--- config.mk ---
export PLATFORM = sky130hd
export DESIGN_NAME = ccc_top
export DESIGN_NICKNAME = d
export VERILOG_FILES = /design/src/verilog/ccc_pkg.sv /design/src/verilog/ccc_time_if.sv /design/src/verilog/ccc_time_core.sv /design/src/verilog/ccc_top.sv
export SDC_FILE = /design/constraint.sdc
export NUM_CORES = 1
export LEC_CHECK = 0
export BUFFER_PORTS_ARGS = -buffer_cell sky130_fd_sc_hd__buf_2
export CAP_MARGIN = 10
export CORE_ASPECT_RATIO = 0.9
export CORE_MARGIN = 5
export CORE_UTILIZATION = 60
export DETAILED_ROUTE_END_ITERATION = 16
export PLACE_DENSITY = 0.9
export SYNTH_ARGS = -nofsm -noshare
export SYNTH_HDL_FRONTEND = slang
export SYNTH_SLANG_ARGS = --single-unit
--- constraint.sdc ---
create_clock -name mclk_i -period 3.3 [get_ports mclk_i]
set_clock_uncertainty 0.2 [all_clocks]
set_input_delay 0.165 -clock mclk_i [delete_from_list [all_inputs] [get_ports mclk_i]]
set_output_delay 0.165 -clock mclk_i [all_outputs]
set_load 0.01 [all_outputs]
--- src/verilog/ccc_pkg.sv ---
// constants and types for the clock-calendar control block
`default_nettype none
package ccc_pkg;
   localparam int unsigned CLK_HZ          = 25_000_000;
   localparam int unsigned HALF_SEC_MS     = 500;
   localparam int unsigned HALF_SEC_CYCLES = CLK_HZ / 1000 * HALF_SEC_MS;
   // cycles before the second rollover in which sync is raised
   localparam int unsigned SYNC_WINDOW     = 32;
   localparam int unsigned DIV_W           = 24;
   // byte offsets on the register bus
   localparam logic [3:0]  CFG_ADDR = 4'h0;
   localparam logic [3:0]  VAL_ADDR = 4'h4;
   localparam logic [3:0]  KEY_ADDR = 4'h8;
   // configuration register bit positions
   localparam int unsigned EN_BIT   = 15;
   localparam int unsigned UNLK_BIT = 13;
   localparam int unsigned OE_BIT   = 10;
   localparam int unsigned PTR_LSB  = 8;
   localparam logic [7:0]  CAL_RESET = 8'h00;
   localparam logic [1:0]  PTR_RESET = 2'h0;
   localparam logic [1:0]  PTR_MINUTE_SECOND_PAIR = 2'h0;
   localparam logic [1:0]  PTR_YEAR   = 2'h3;
   localparam logic [7:0]  KEY_FIRST  = 8'h55;
   localparam logic [7:0]  KEY_SECOND = 8'haa;
   // bcd limits of the time fields
   localparam logic [7:0]  SEC_MAX  = 8'h59;
   localparam logic [7:0]  HOUR_MAX = 8'h23;
   localparam logic [7:0]  WDAY_MAX = 8'h06;
   localparam logic [7:0]  DAY_MAX  = 8'h31;
   localparam logic [7:0]  MON_MAX  = 8'h12;
   localparam logic [7:0]  YEAR_MAX = 8'h99;
   localparam logic [7:0]  ZERO_MIN = 8'h00;
   localparam logic [7:0]  ONE_MIN  = 8'h01;
   typedef enum logic [1:0] {KEY_IDLE, KEY_GOT_FIRST, KEY_ARMED} ccc_key_type;
endpackage : ccc_pkg
`default_nettype wire

--- src/verilog/ccc_time_if.sv ---
// link between register front end and timekeeping core
`timescale 1ns/1ps
`default_nettype none
interface ccc_time_if;
   logic [1:0]  wr_be;     // accepted window byte writes
   logic [15:0] wr_data;
   logic [1:0]  ptr;
   logic        run;       // counting enabled
   logic [7:0]  rd_lo;
   logic [7:0]  rd_hi;
   logic        half_flag;
   logic        sync_flag;
   logic        sec_tick;  // one cycle after each rollover
   modport ctrl (output wr_be, wr_data, ptr, run,
                 input rd_lo, rd_hi, half_flag, sync_flag, sec_tick);
   modport core (input wr_be, wr_data, ptr, run,
                 output rd_lo, rd_hi, half_flag, sync_flag, sec_tick);
endinterface : ccc_time_if
`default_nettype wire

--- src/verilog/ccc_time_core.sv ---
// timekeeping core: divider, half-second flag and bcd time fields
`timescale 1ns/1ps
`default_nettype none
module ccc_time_core #(
   parameter int unsigned HALF_CYCLES = ccc_pkg::HALF_SEC_CYCLES
) (
   input  wire logic  mclk_i,
   input  wire logic  rst_b_i,
   ccc_time_if.core   ti
);
   localparam logic [ccc_pkg::DIV_W-1:0] LAST =
      ccc_pkg::DIV_W'(HALF_CYCLES - 1);
   localparam logic [ccc_pkg::DIV_W-1:0] SYNC_START =
      ccc_pkg::DIV_W'(HALF_CYCLES - 1 - ccc_pkg::SYNC_WINDOW);

   logic [ccc_pkg::DIV_W-1:0] div_reg;
   logic                      half_reg;
   logic                      sync_reg;
   logic                      tick_reg;
   logic [7:0]                tv_reg [0:7];
   logic                      sec_wr;
   logic                      sec_end;
   logic [8:0] s, m, h, w, d, mo, y;

   // bcd increment with wrap to the floor; bit 8 flags the wrap
   function automatic logic [8:0] bcd_inc(input logic [7:0] v,
                                          input logic [7:0] vmax,
                                          input logic [7:0] vmin);
      if (v >= vmax)
         return {1'b1, vmin};
      else if (v[3:0] >= 4'h9)
         return {1'b0, v[7:4] + 4'h1, 4'h0};
      else
         return {1'b0, v[7:4], v[3:0] + 4'h1};
   endfunction : bcd_inc

   assign sec_wr  = ti.wr_be[0] && (ti.ptr == ccc_pkg::PTR_MINUTE_SECOND_PAIR);
   assign sec_end = ti.run && half_reg && (div_reg == LAST);

   ////////////////////////////////////////////////////////////////////
   // half-second divider; a seconds write restarts the second
   always_ff @(posedge mclk_i or negedge rst_b_i) begin
      if (!rst_b_i) begin
         div_reg  <= '0;
         half_reg <= 1'b0;
      end else if (sec_wr) begin
         div_reg  <= '0;
         half_reg <= 1'b0;
      end else if (ti.run) begin
         if (div_reg == LAST) begin
            div_reg  <= '0;
            half_reg <= ~half_reg;
         end else begin
            div_reg <= div_reg + 1'b1;
         end
      end
   end

   // warning window just before the rollover, and the rollover pulse
   always_ff @(posedge mclk_i or negedge rst_b_i) begin
      if (!rst_b_i) begin
         sync_reg <= 1'b0;
         tick_reg <= 1'b0;
      end else begin
         sync_reg <= ti.run && half_reg && (div_reg >= SYNC_START);
         tick_reg <= sec_end;
      end
   end

   ////////////////////////////////////////////////////////////////////
   // carry chain; month lengths are not modelled, days run 01..31
   always_comb begin
      s  = bcd_inc(tv_reg[0], ccc_pkg::SEC_MAX,  ccc_pkg::ZERO_MIN);
      m  = bcd_inc(tv_reg[1], ccc_pkg::SEC_MAX,  ccc_pkg::ZERO_MIN);
      h  = bcd_inc(tv_reg[2], ccc_pkg::HOUR_MAX, ccc_pkg::ZERO_MIN);
      w  = bcd_inc(tv_reg[3], ccc_pkg::WDAY_MAX, ccc_pkg::ZERO_MIN);
      d  = bcd_inc(tv_reg[4], ccc_pkg::DAY_MAX,  ccc_pkg::ONE_MIN);
      mo = bcd_inc(tv_reg[5], ccc_pkg::MON_MAX,  ccc_pkg::ONE_MIN);
      y  = bcd_inc(tv_reg[6], ccc_pkg::YEAR_MAX, ccc_pkg::ZERO_MIN);
   end

   // time fields, indexed {pointer, high byte}; software write wins
   always_ff @(posedge mclk_i or negedge rst_b_i) begin
      if (!rst_b_i) begin
         for (int i = 0; i < 8; i++) tv_reg[i] <= 8'h00;
         tv_reg[4] <= ccc_pkg::ONE_MIN;
         tv_reg[5] <= ccc_pkg::ONE_MIN;
      end else if (ti.wr_be != 2'h0) begin
         if (ti.wr_be[0])
            tv_reg[{ti.ptr, 1'b0}] <= ti.wr_data[7:0];
         if (ti.wr_be[1] && ti.ptr != ccc_pkg::PTR_YEAR)
            tv_reg[{ti.ptr, 1'b1}] <= ti.wr_data[15:8];
      end else if (sec_end) begin
         tv_reg[0] <= s[7:0];
         if (s[8]) begin
            tv_reg[1] <= m[7:0];
            if (m[8]) begin
               tv_reg[2] <= h[7:0];
               if (h[8]) begin
                  tv_reg[3] <= w[7:0];
                  tv_reg[4] <= d[7:0];
                  if (d[8]) begin
                     tv_reg[5] <= mo[7:0];
                     if (mo[8]) tv_reg[6] <= y[7:0];
                  end
               end
            end
         end
      end
   end

   // window read mux; the slot above the year reads zero
   assign ti.rd_lo = tv_reg[{ti.ptr, 1'b0}];
   assign ti.rd_hi = (ti.ptr == ccc_pkg::PTR_YEAR) ? 8'h00
                                                   : tv_reg[{ti.ptr, 1'b1}];
   assign ti.half_flag = half_reg;
   assign ti.sync_flag = sync_reg;
   assign ti.sec_tick  = tick_reg;

   AST_HALF_EDGE: assert property (@(posedge mclk_i) disable iff (!rst_b_i)
      $rose(half_reg) |-> $past(div_reg) == LAST)
      else $error("half flag rose off the half-second boundary");
   AST_SYNC_BEFORE: assert property (@(posedge mclk_i) disable iff (!rst_b_i)
      sec_end |-> sync_reg ##1 tick_reg)
      else $error("rollover without sync warning");
endmodule : ccc_time_core
`default_nettype wire

--- src/verilog/ccc_top.sv ---
// clock-calendar control and status register block on avalon-mm
//
// Chosen here: the Avalon-MM register port and the address map.
`timescale 1ns/1ps
`default_nettype none
module ccc_top #(
   parameter int unsigned HALF_SEC_CYCLES = ccc_pkg::HALF_SEC_CYCLES
) (
   input  wire logic        mclk_i,
   input  wire logic        rst_b_i,
   input  wire logic [3:0]  avs_address_i,
   input  wire logic        avs_read_i,
   input  wire logic        avs_write_i,
   input  wire logic [31:0] avs_writedata_i,
   input  wire logic [3:0]  avs_byteenable_i,
   output var  logic [31:0] avs_readdata_o,
   output var  logic        avs_waitrequest_o,
   output var  logic        cc_pin_o,
   output var  logic        cc_pin_oe_o
);
   ccc_time_if ti ();

   logic                en_reg;
   logic                unlock_reg;
   logic                oe_reg;
   logic [1:0]          ptr_reg;
   logic [7:0]          cal_reg;
   ccc_pkg::ccc_key_type key_reg;
   logic                wait_reg;
   logic [31:0]         rdata_reg;
   logic                pin_reg;
   logic                pin_oe_reg;

   logic        req;
   logic        accept;
   logic        wr_cfg;
   logic        wr_val;
   logic        wr_key;
   logic        rd_val;
   logic        cfg_hi;
   logic        ptr_step;
   logic [15:0] cfg_view;
   logic [31:0] rd_mux;

   ////////////////////////////////////////////////////////////////////
   // bus decode; an access completes at the edge waitrequest is low
   assign req    = avs_read_i || avs_write_i;
   assign accept = req && !wait_reg;
   assign wr_cfg = accept && avs_write_i
                   && (avs_address_i == ccc_pkg::CFG_ADDR);
   assign wr_val = accept && avs_write_i
                   && (avs_address_i == ccc_pkg::VAL_ADDR);
   assign wr_key = accept && avs_write_i && avs_byteenable_i[0]
                   && (avs_address_i == ccc_pkg::KEY_ADDR);
   assign rd_val = accept && avs_read_i
                   && (avs_address_i == ccc_pkg::VAL_ADDR);
   assign cfg_hi = wr_cfg && avs_byteenable_i[1];
   // pointer steps on high-byte writes and on any window read
   assign ptr_step = (wr_val && avs_byteenable_i[1]) || rd_val;

   // status view: half flag and sync come from the core, never stored
   assign cfg_view = {en_reg, 1'b0, unlock_reg, ti.sync_flag,
                      ti.half_flag, oe_reg, ptr_reg, cal_reg};

   always_comb begin
      rd_mux = 32'h0000_0000;
      unique case (avs_address_i)
         ccc_pkg::CFG_ADDR: rd_mux = {16'h0000, cfg_view};
         ccc_pkg::VAL_ADDR: rd_mux = {16'h0000, ti.rd_hi, ti.rd_lo};
         default:           rd_mux = 32'h0000_0000;
      endcase
   end

   ////////////////////////////////////////////////////////////////////
   // one wait cycle per access; read data is caught with the answer
   always_ff @(posedge mclk_i or negedge rst_b_i) begin
      if (!rst_b_i) begin
         wait_reg <= 1'b1;
      end else begin
         wait_reg <= !(req && wait_reg);
      end
   end

   always_ff @(posedge mclk_i or negedge rst_b_i) begin
      if (!rst_b_i) begin
         rdata_reg <= 32'h0000_0000;
      end else if (req && wait_reg && avs_read_i) begin
         rdata_reg <= rd_mux;
      end
   end

   ////////////////////////////////////////////////////////////////////
   // unlock key sequence: 55h then aah arms exactly the next access
   always_ff @(posedge mclk_i or negedge rst_b_i) begin
      if (!rst_b_i) begin
         key_reg <= ccc_pkg::KEY_IDLE;
      end else if (accept) begin
         if (wr_key && avs_writedata_i[7:0] == ccc_pkg::KEY_FIRST)
            key_reg <= ccc_pkg::KEY_GOT_FIRST;
         else if (wr_key && key_reg == ccc_pkg::KEY_GOT_FIRST
                  && avs_writedata_i[7:0] == ccc_pkg::KEY_SECOND)
            key_reg <= ccc_pkg::KEY_ARMED;
         else
            key_reg <= ccc_pkg::KEY_IDLE;
      end
   end

   // unlock may be cleared at any time, set only while armed
   always_ff @(posedge mclk_i or negedge rst_b_i) begin
      if (!rst_b_i) begin
         unlock_reg <= 1'b0;
      end else if (cfg_hi) begin
         if (!avs_writedata_i[ccc_pkg::UNLK_BIT])
            unlock_reg <= 1'b0;
         else if (key_reg == ccc_pkg::KEY_ARMED)
            unlock_reg <= 1'b1;
      end
   end

   // module enable, guarded by the unlock state before this write
   always_ff @(posedge mclk_i or negedge rst_b_i) begin
      if (!rst_b_i) begin
         en_reg <= 1'b0;
      end else if (cfg_hi && unlock_reg) begin
         en_reg <= avs_writedata_i[ccc_pkg::EN_BIT];
      end
   end

   // output enable and drift trim; trim is only stored here
   always_ff @(posedge mclk_i or negedge rst_b_i) begin
      if (!rst_b_i) begin
         oe_reg  <= 1'b0;
         cal_reg <= ccc_pkg::CAL_RESET;
      end else if (wr_cfg) begin
         if (avs_byteenable_i[1])
            oe_reg <= avs_writedata_i[ccc_pkg::OE_BIT];
         if (avs_byteenable_i[0])
            cal_reg <= avs_writedata_i[7:0];
      end
   end

   // window pointer: direct load wins over the auto decrement
   always_ff @(posedge mclk_i or negedge rst_b_i) begin
      if (!rst_b_i) begin
         ptr_reg <= ccc_pkg::PTR_RESET;
      end else if (cfg_hi) begin
         ptr_reg <= avs_writedata_i[ccc_pkg::PTR_LSB +: 2];
      end else if (ptr_step && ptr_reg != ccc_pkg::PTR_MINUTE_SECOND_PAIR) begin
         ptr_reg <= ptr_reg - 2'h1;
      end
   end

   ////////////////////////////////////////////////////////////////////
   // pin: seconds square wave, driven only while enabled by software
   always_ff @(posedge mclk_i or negedge rst_b_i) begin
      if (!rst_b_i) begin
         pin_reg    <= 1'b0;
         pin_oe_reg <= 1'b0;
      end else begin
         pin_oe_reg <= oe_reg;
         pin_reg    <= oe_reg && ti.half_flag;
      end
   end

   // window writes reach the core only while unlocked
   assign ti.wr_be   = (wr_val && unlock_reg) ? avs_byteenable_i[1:0]
                                              : 2'h0;
   assign ti.wr_data = avs_writedata_i[15:0];
   assign ti.ptr     = ptr_reg;
   assign ti.run     = en_reg;

   ccc_time_core #(
      .HALF_CYCLES (HALF_SEC_CYCLES)
   ) u_core (
      .mclk_i  (mclk_i),
      .rst_b_i (rst_b_i),
      .ti      (ti.core)
   );

   assign avs_readdata_o    = rdata_reg;
   assign avs_waitrequest_o = wait_reg;
   assign cc_pin_o          = pin_reg;
   assign cc_pin_oe_o       = pin_oe_reg;

   ////////////////////////////////////////////////////////////////////
   // checks
   AST_ENABLE_LOCKED: assert property (@(posedge mclk_i)
      disable iff (!rst_b_i)
      (cfg_hi && !unlock_reg) |=> en_reg == $past(en_reg))
      else $error("enable changed by a locked write");
   AST_SEC_WRITE_CLEARS_HALF: assert property (@(posedge mclk_i)
      disable iff (!rst_b_i)
      (wr_val && unlock_reg && avs_byteenable_i[0]
       && ptr_reg == ccc_pkg::PTR_MINUTE_SECOND_PAIR) |=> !ti.half_flag)
      else $error("half flag not cleared by seconds write");
   AST_WINDOW_LOCKED: assert property (@(posedge mclk_i)
      disable iff (!rst_b_i)
      (ti.wr_be != 2'h0) |-> unlock_reg && wr_val)
      else $error("window write passed while locked");
   AST_PIN_OE: assert property (@(posedge mclk_i) disable iff (!rst_b_i)
      !oe_reg |=> !cc_pin_oe_o && !cc_pin_o)
      else $error("pin driven while output disabled");
   AST_HALF_RO: assert property (@(posedge mclk_i) disable iff (!rst_b_i)
      (cfg_hi && ti.half_flag && !ti.sync_flag) |=> ti.half_flag)
      else $error("half flag disturbed by a write");
   AST_PTR_DEC: assert property (@(posedge mclk_i) disable iff (!rst_b_i)
      (ptr_step && !cfg_hi && ptr_reg != 2'h0)
      |=> ptr_reg == $past(ptr_reg) - 2'h1)
      else $error("pointer did not step down");
   AST_PTR_FLOOR: assert property (@(posedge mclk_i) disable iff (!rst_b_i)
      (rd_val && ptr_reg == 2'h0) |=> ptr_reg == 2'h0)
      else $error("pointer wrapped below zero");
   AST_YEAR_HIGH_ZERO: assert property (@(posedge mclk_i)
      disable iff (!rst_b_i)
      (req && wait_reg && avs_read_i && avs_address_i == ccc_pkg::VAL_ADDR
       && ptr_reg == ccc_pkg::PTR_YEAR) |=> avs_readdata_o[15:8] == 8'h00)
      else $error("year high byte not zero");
   AST_UNLOCK_ARMED: assert property (@(posedge mclk_i)
      disable iff (!rst_b_i)
      $rose(unlock_reg) |-> $past(key_reg) == ccc_pkg::KEY_ARMED)
      else $error("unlock set without key sequence");
   AST_ONE_WAIT: assert property (@(posedge mclk_i) disable iff (!rst_b_i)
      (req && wait_reg) |=> !avs_waitrequest_o ##1 avs_waitrequest_o)
      else $error("answer not after exactly one wait cycle");
endmodule : ccc_top
`default_nettype wire

==> impl_metrics.py <==
metrics = {
    "routing": {
        "viasPerCell": 6.62,
        "avgRoutedWirePerCell_um": 20.3,
        "ant_nets": 0,
        "route.met2.wl_um": 9910,
        "m1WireLength_um": 8390,
        "met3_wirelength_um": 2130,
        "top_layer": "met4",
        "first_iter_violations": 884,
        "routed_wl_um": 21200,
        "vias": 6901,
        "drc": 0,
        "first_pass_iters": 6,
    },
    "worst_setup_path": {
        "critPathCaptureType": "flip-flop",
        "reg2reg_slack_ns": 0.31,
        "r2r_start": "u_core.tv_reg[16]",
        "crit_fanout": 21,
        "arrival_ns": 3.15,
        "critPathKind": "in2reg",
        "reg2reg_to": "u_core.tv_reg[18]",
        "r2r.worst_path.cells": 8,
        "critPathLaunchType": "input port",
        "cp_data_required_time_ns": 3.39,
    },
    "synthesis": {
        "synth_cells": 793,
        "yosysUniqueCellTypes": 73,
        "netlist_area_um2": 7620,
        "seq_area_frac_synth": 0.407,
        "yosysWarnings": 0,
        "synth-async-reset-ratio": 1.00,
        "ys.flop_type": "dfrtp_1",
        "syn_avg_cell_area_um2": 9.62,
        "synth_edf_count": 0,
        "synth_seq_cells": 124,
    },
    "clock_network": {
        "cts_num_sinks": 124,
        "path_clk_slew_ns": 0.05,
        "clk_latency_ns": 0.42,
        "cts_root_buf": "clkbuf_16",
        "clock_tree.buffer_depth": 2,
        "cts_tree": "done",
        "htree_num_levels": 4,
        "cts_made_buffers": 17,
    },
    "floorplan": {
        "start_util": 0.606,
        "fp.coreArea_um2": 12600,
        "io_pins": 79,
        "die_h_um": 117,
        "die_w_um": 129,
        "dieArea_um2": 15100,
        "core.rowCount": 39,
    },
    "timing": {
        "setup_ws_ns": 0.236,
        "finalCritPeriodShare": 0.929,
        "drv_slew": 0,
        "slew_headroom": 0.521,
        "max_freq_ghz": 0.326,
        "rsz0062_at_grt": "false",
        "setup_tns_ns": 0,
        "worstMarginPinSlew_ns": 0.713,
        "setup_viol": 0,
        "final-hold-violation-count": 0,
        "finalCriticalPeriod_ns": 3.06,
        "whs_ns": 0.0584,
    },
    "grt": {
        "grt_pass1_wl_um": 34300,
        "grt_max_degree": 65,
        "antenna_found_initial": 0,
        "grt_pass1_vias": 6744,
        "grt-ovfl-total": 0,
        "track_usage": 0.293,
    },
    "power": {
        "ir_worst_vdd_v": 0.000349,
        "p_per_area_nw_per_um2": 457,
        "p_leak_nw": 4.05,
    },
    "cells_and_area": {
        "multiInputGateArea_um2": 4150,
        "nets": 952,
        "largest_reg_flops": 64,
        "utilization": 0.703,
        "drive_above_1_share": 0.163,
        "fillers": 841,
        "regArea_um2": 3110,
        "num_antenna_cells": 0,
        "syn2layout_area_growth_pct": 16.0,
    },
    "placed_design": {
        "place.port_buffers": 44,
        "hpwl_um": 14300,
        "place_ws_ns": 0.354,
        "gp_congestion": 0.955,
    },
    "run_status": {
        "status": "completed",
    },
    "hold_path": {
        "hp-class": "in2async",
    },
    "job": {
        "maxCapViolCount": 0,
    },
}
==> placed cells by master (no fill, tap or decap), types with 6 or more instances in the layout <==
cell type / n
mux4_2: 16
clkbuf_16: 17
o21ai_0: 63
buf_4: 21
nor3b_1: 12
nor2b_1: 9
a22oi_1: 10
or3_1: 7
nand4_1: 11
dlygate4sd3_1: 26
a31oi_1: 8
nand2b_1: 6
nand3_1: 33
mux2_2: 16
and2_1: 11
a21oi_1: 41
a22o_1: 7
conb_1: 16
inv_1: 41
nand2_1: 67
nor4_1: 7
mux2i_1: 16
buf_2: 43
nor2_1: 60
ha_1: 42
xor2_1: 14
dfrtp_1: 121
nor3_1: 14
o31ai_1: 6
and3_1: 7
==> power by group <==
part | internal, mW | switching, mW | total (mW) | leakage [nW]
Combinational | 0.257 | 0.353 | 0.610 | 2.17
Sequential | 1.56 | 0.0297 | 1.59 | 1.60
Clock | 1.16 | 0.671 | 1.83 | 0.284
==> Yosys cell counts (5+ instances only) <==
cell       instances  area (um2)
nor3_1            14        70.1
nor4_1             8        50.1
buf_4             17         128
nor4bb_1           5        50.1
mux2_2            16         180
and3_1             7        43.8
xor2_1            14         123
a22oi_1           10        75.1
inv_1             41         154
nand2b_1           6        37.5
clkbuf_1          28         105
and2_1            11        68.8
o31ai_1            6        45.0
mux4_2            16         360
o21ai_0           63         315
or3_1              7        43.8
nand2_1           67         251
a22o_1             7        61.3
nand4_1           11        68.8
mux2i_1           16         160
a2bb2oi_1          5        43.8
nor2_1            60         225
dfrtp_1          121        3030
ha_1              42         526
a31oi_1            8        50.1
nor3b_1           12        90.1
nor2b_1            9        56.3
buf_2              5        25.0
a21oi_1           41         205
nand3_1           33         165
==> kinds of logic after synthesis <==
logic type               count (synthesis)  synth area share
buffers and inverters                   93            0.0560
XOR/XNOR                                17            0.0195
AO/OA/AOI/OAI                          193             0.167
adder cells (fa/ha/maj)                 42            0.0689
multiplexers                            48            0.0919
other                                    1          0.000492
AND/OR/NAND/NOR                        275             0.189
flip-flops                             124             0.407
==> stage by stage <==
stage / instance area, um2 / power (mW) / std cells
after floorplan: 7680 / 2.00 / 808
after CTS: 8850 / 4.04 / 1043
after detailed placement: 8010 / 2.19 / 985
after global placement: 8010 / 2.18 / 985
final: 8850 / 4.04 / 1043
after global routing: 8850 / 4.18 / 1043
==> worst max-delay path: stages <==
cell,delay [ns]
dlygate4sd3_1,0.53
buf_2,0.15
or3_1,0.54
or4_4,0.77
mux2i_1,0.48
o21ai_0,0.16
o21ai_0,0.22
o21ai_0,0.12
==> area by class of cell <==
cell class	instances	share of cell area
clock inverters	8	0.0105
flip-flops and latches	124	0.351
clock buffers	24	0.0544
repair buffers	91	0.0738
well taps	164	0.0232
inverters	41	0.0174
multi-input cells	591	0.470
==> how the worst max path moves through the flow <==
stage,start,end
2_1_floorplan,u_core.tv_reg[16],u_core.tv_reg[18]
3_3_place_gp,u_core.tv_reg[16],u_core.tv_reg[18]
3_5_place_dp,u_core.tv_reg[16],u_core.tv_reg[18]
4_1_cts,avs_address_i[0],u_core.tv_reg[15]
5_1_grt,avs_address_i[0],u_core.tv_reg[15]
6_report,avs_address_i[0],u_core.tv_reg[15]
==> timing repair <==
| action | in CTS | in global routing |
|---|---|---|
| endpoints found under the hold margin | 177 | 0 |
| setup buffers | 0 | 0 |
| gates resized for setup | 0 | 0 |
| hold buffers | 26 | 0 |
==> per-layer routing <==
| metal | track usage | vias to the layer above |
|---|---|---|
| met2 | 0.460 | 457 |
| met1 | 0.382 | 3344 |
| met5 | 0 | - |
| met4 | 0.136 | 0 |
| li1 | - | 3016 |
| met3 | 0.0803 | 84 |
Power figures use the tool's default switching activity.
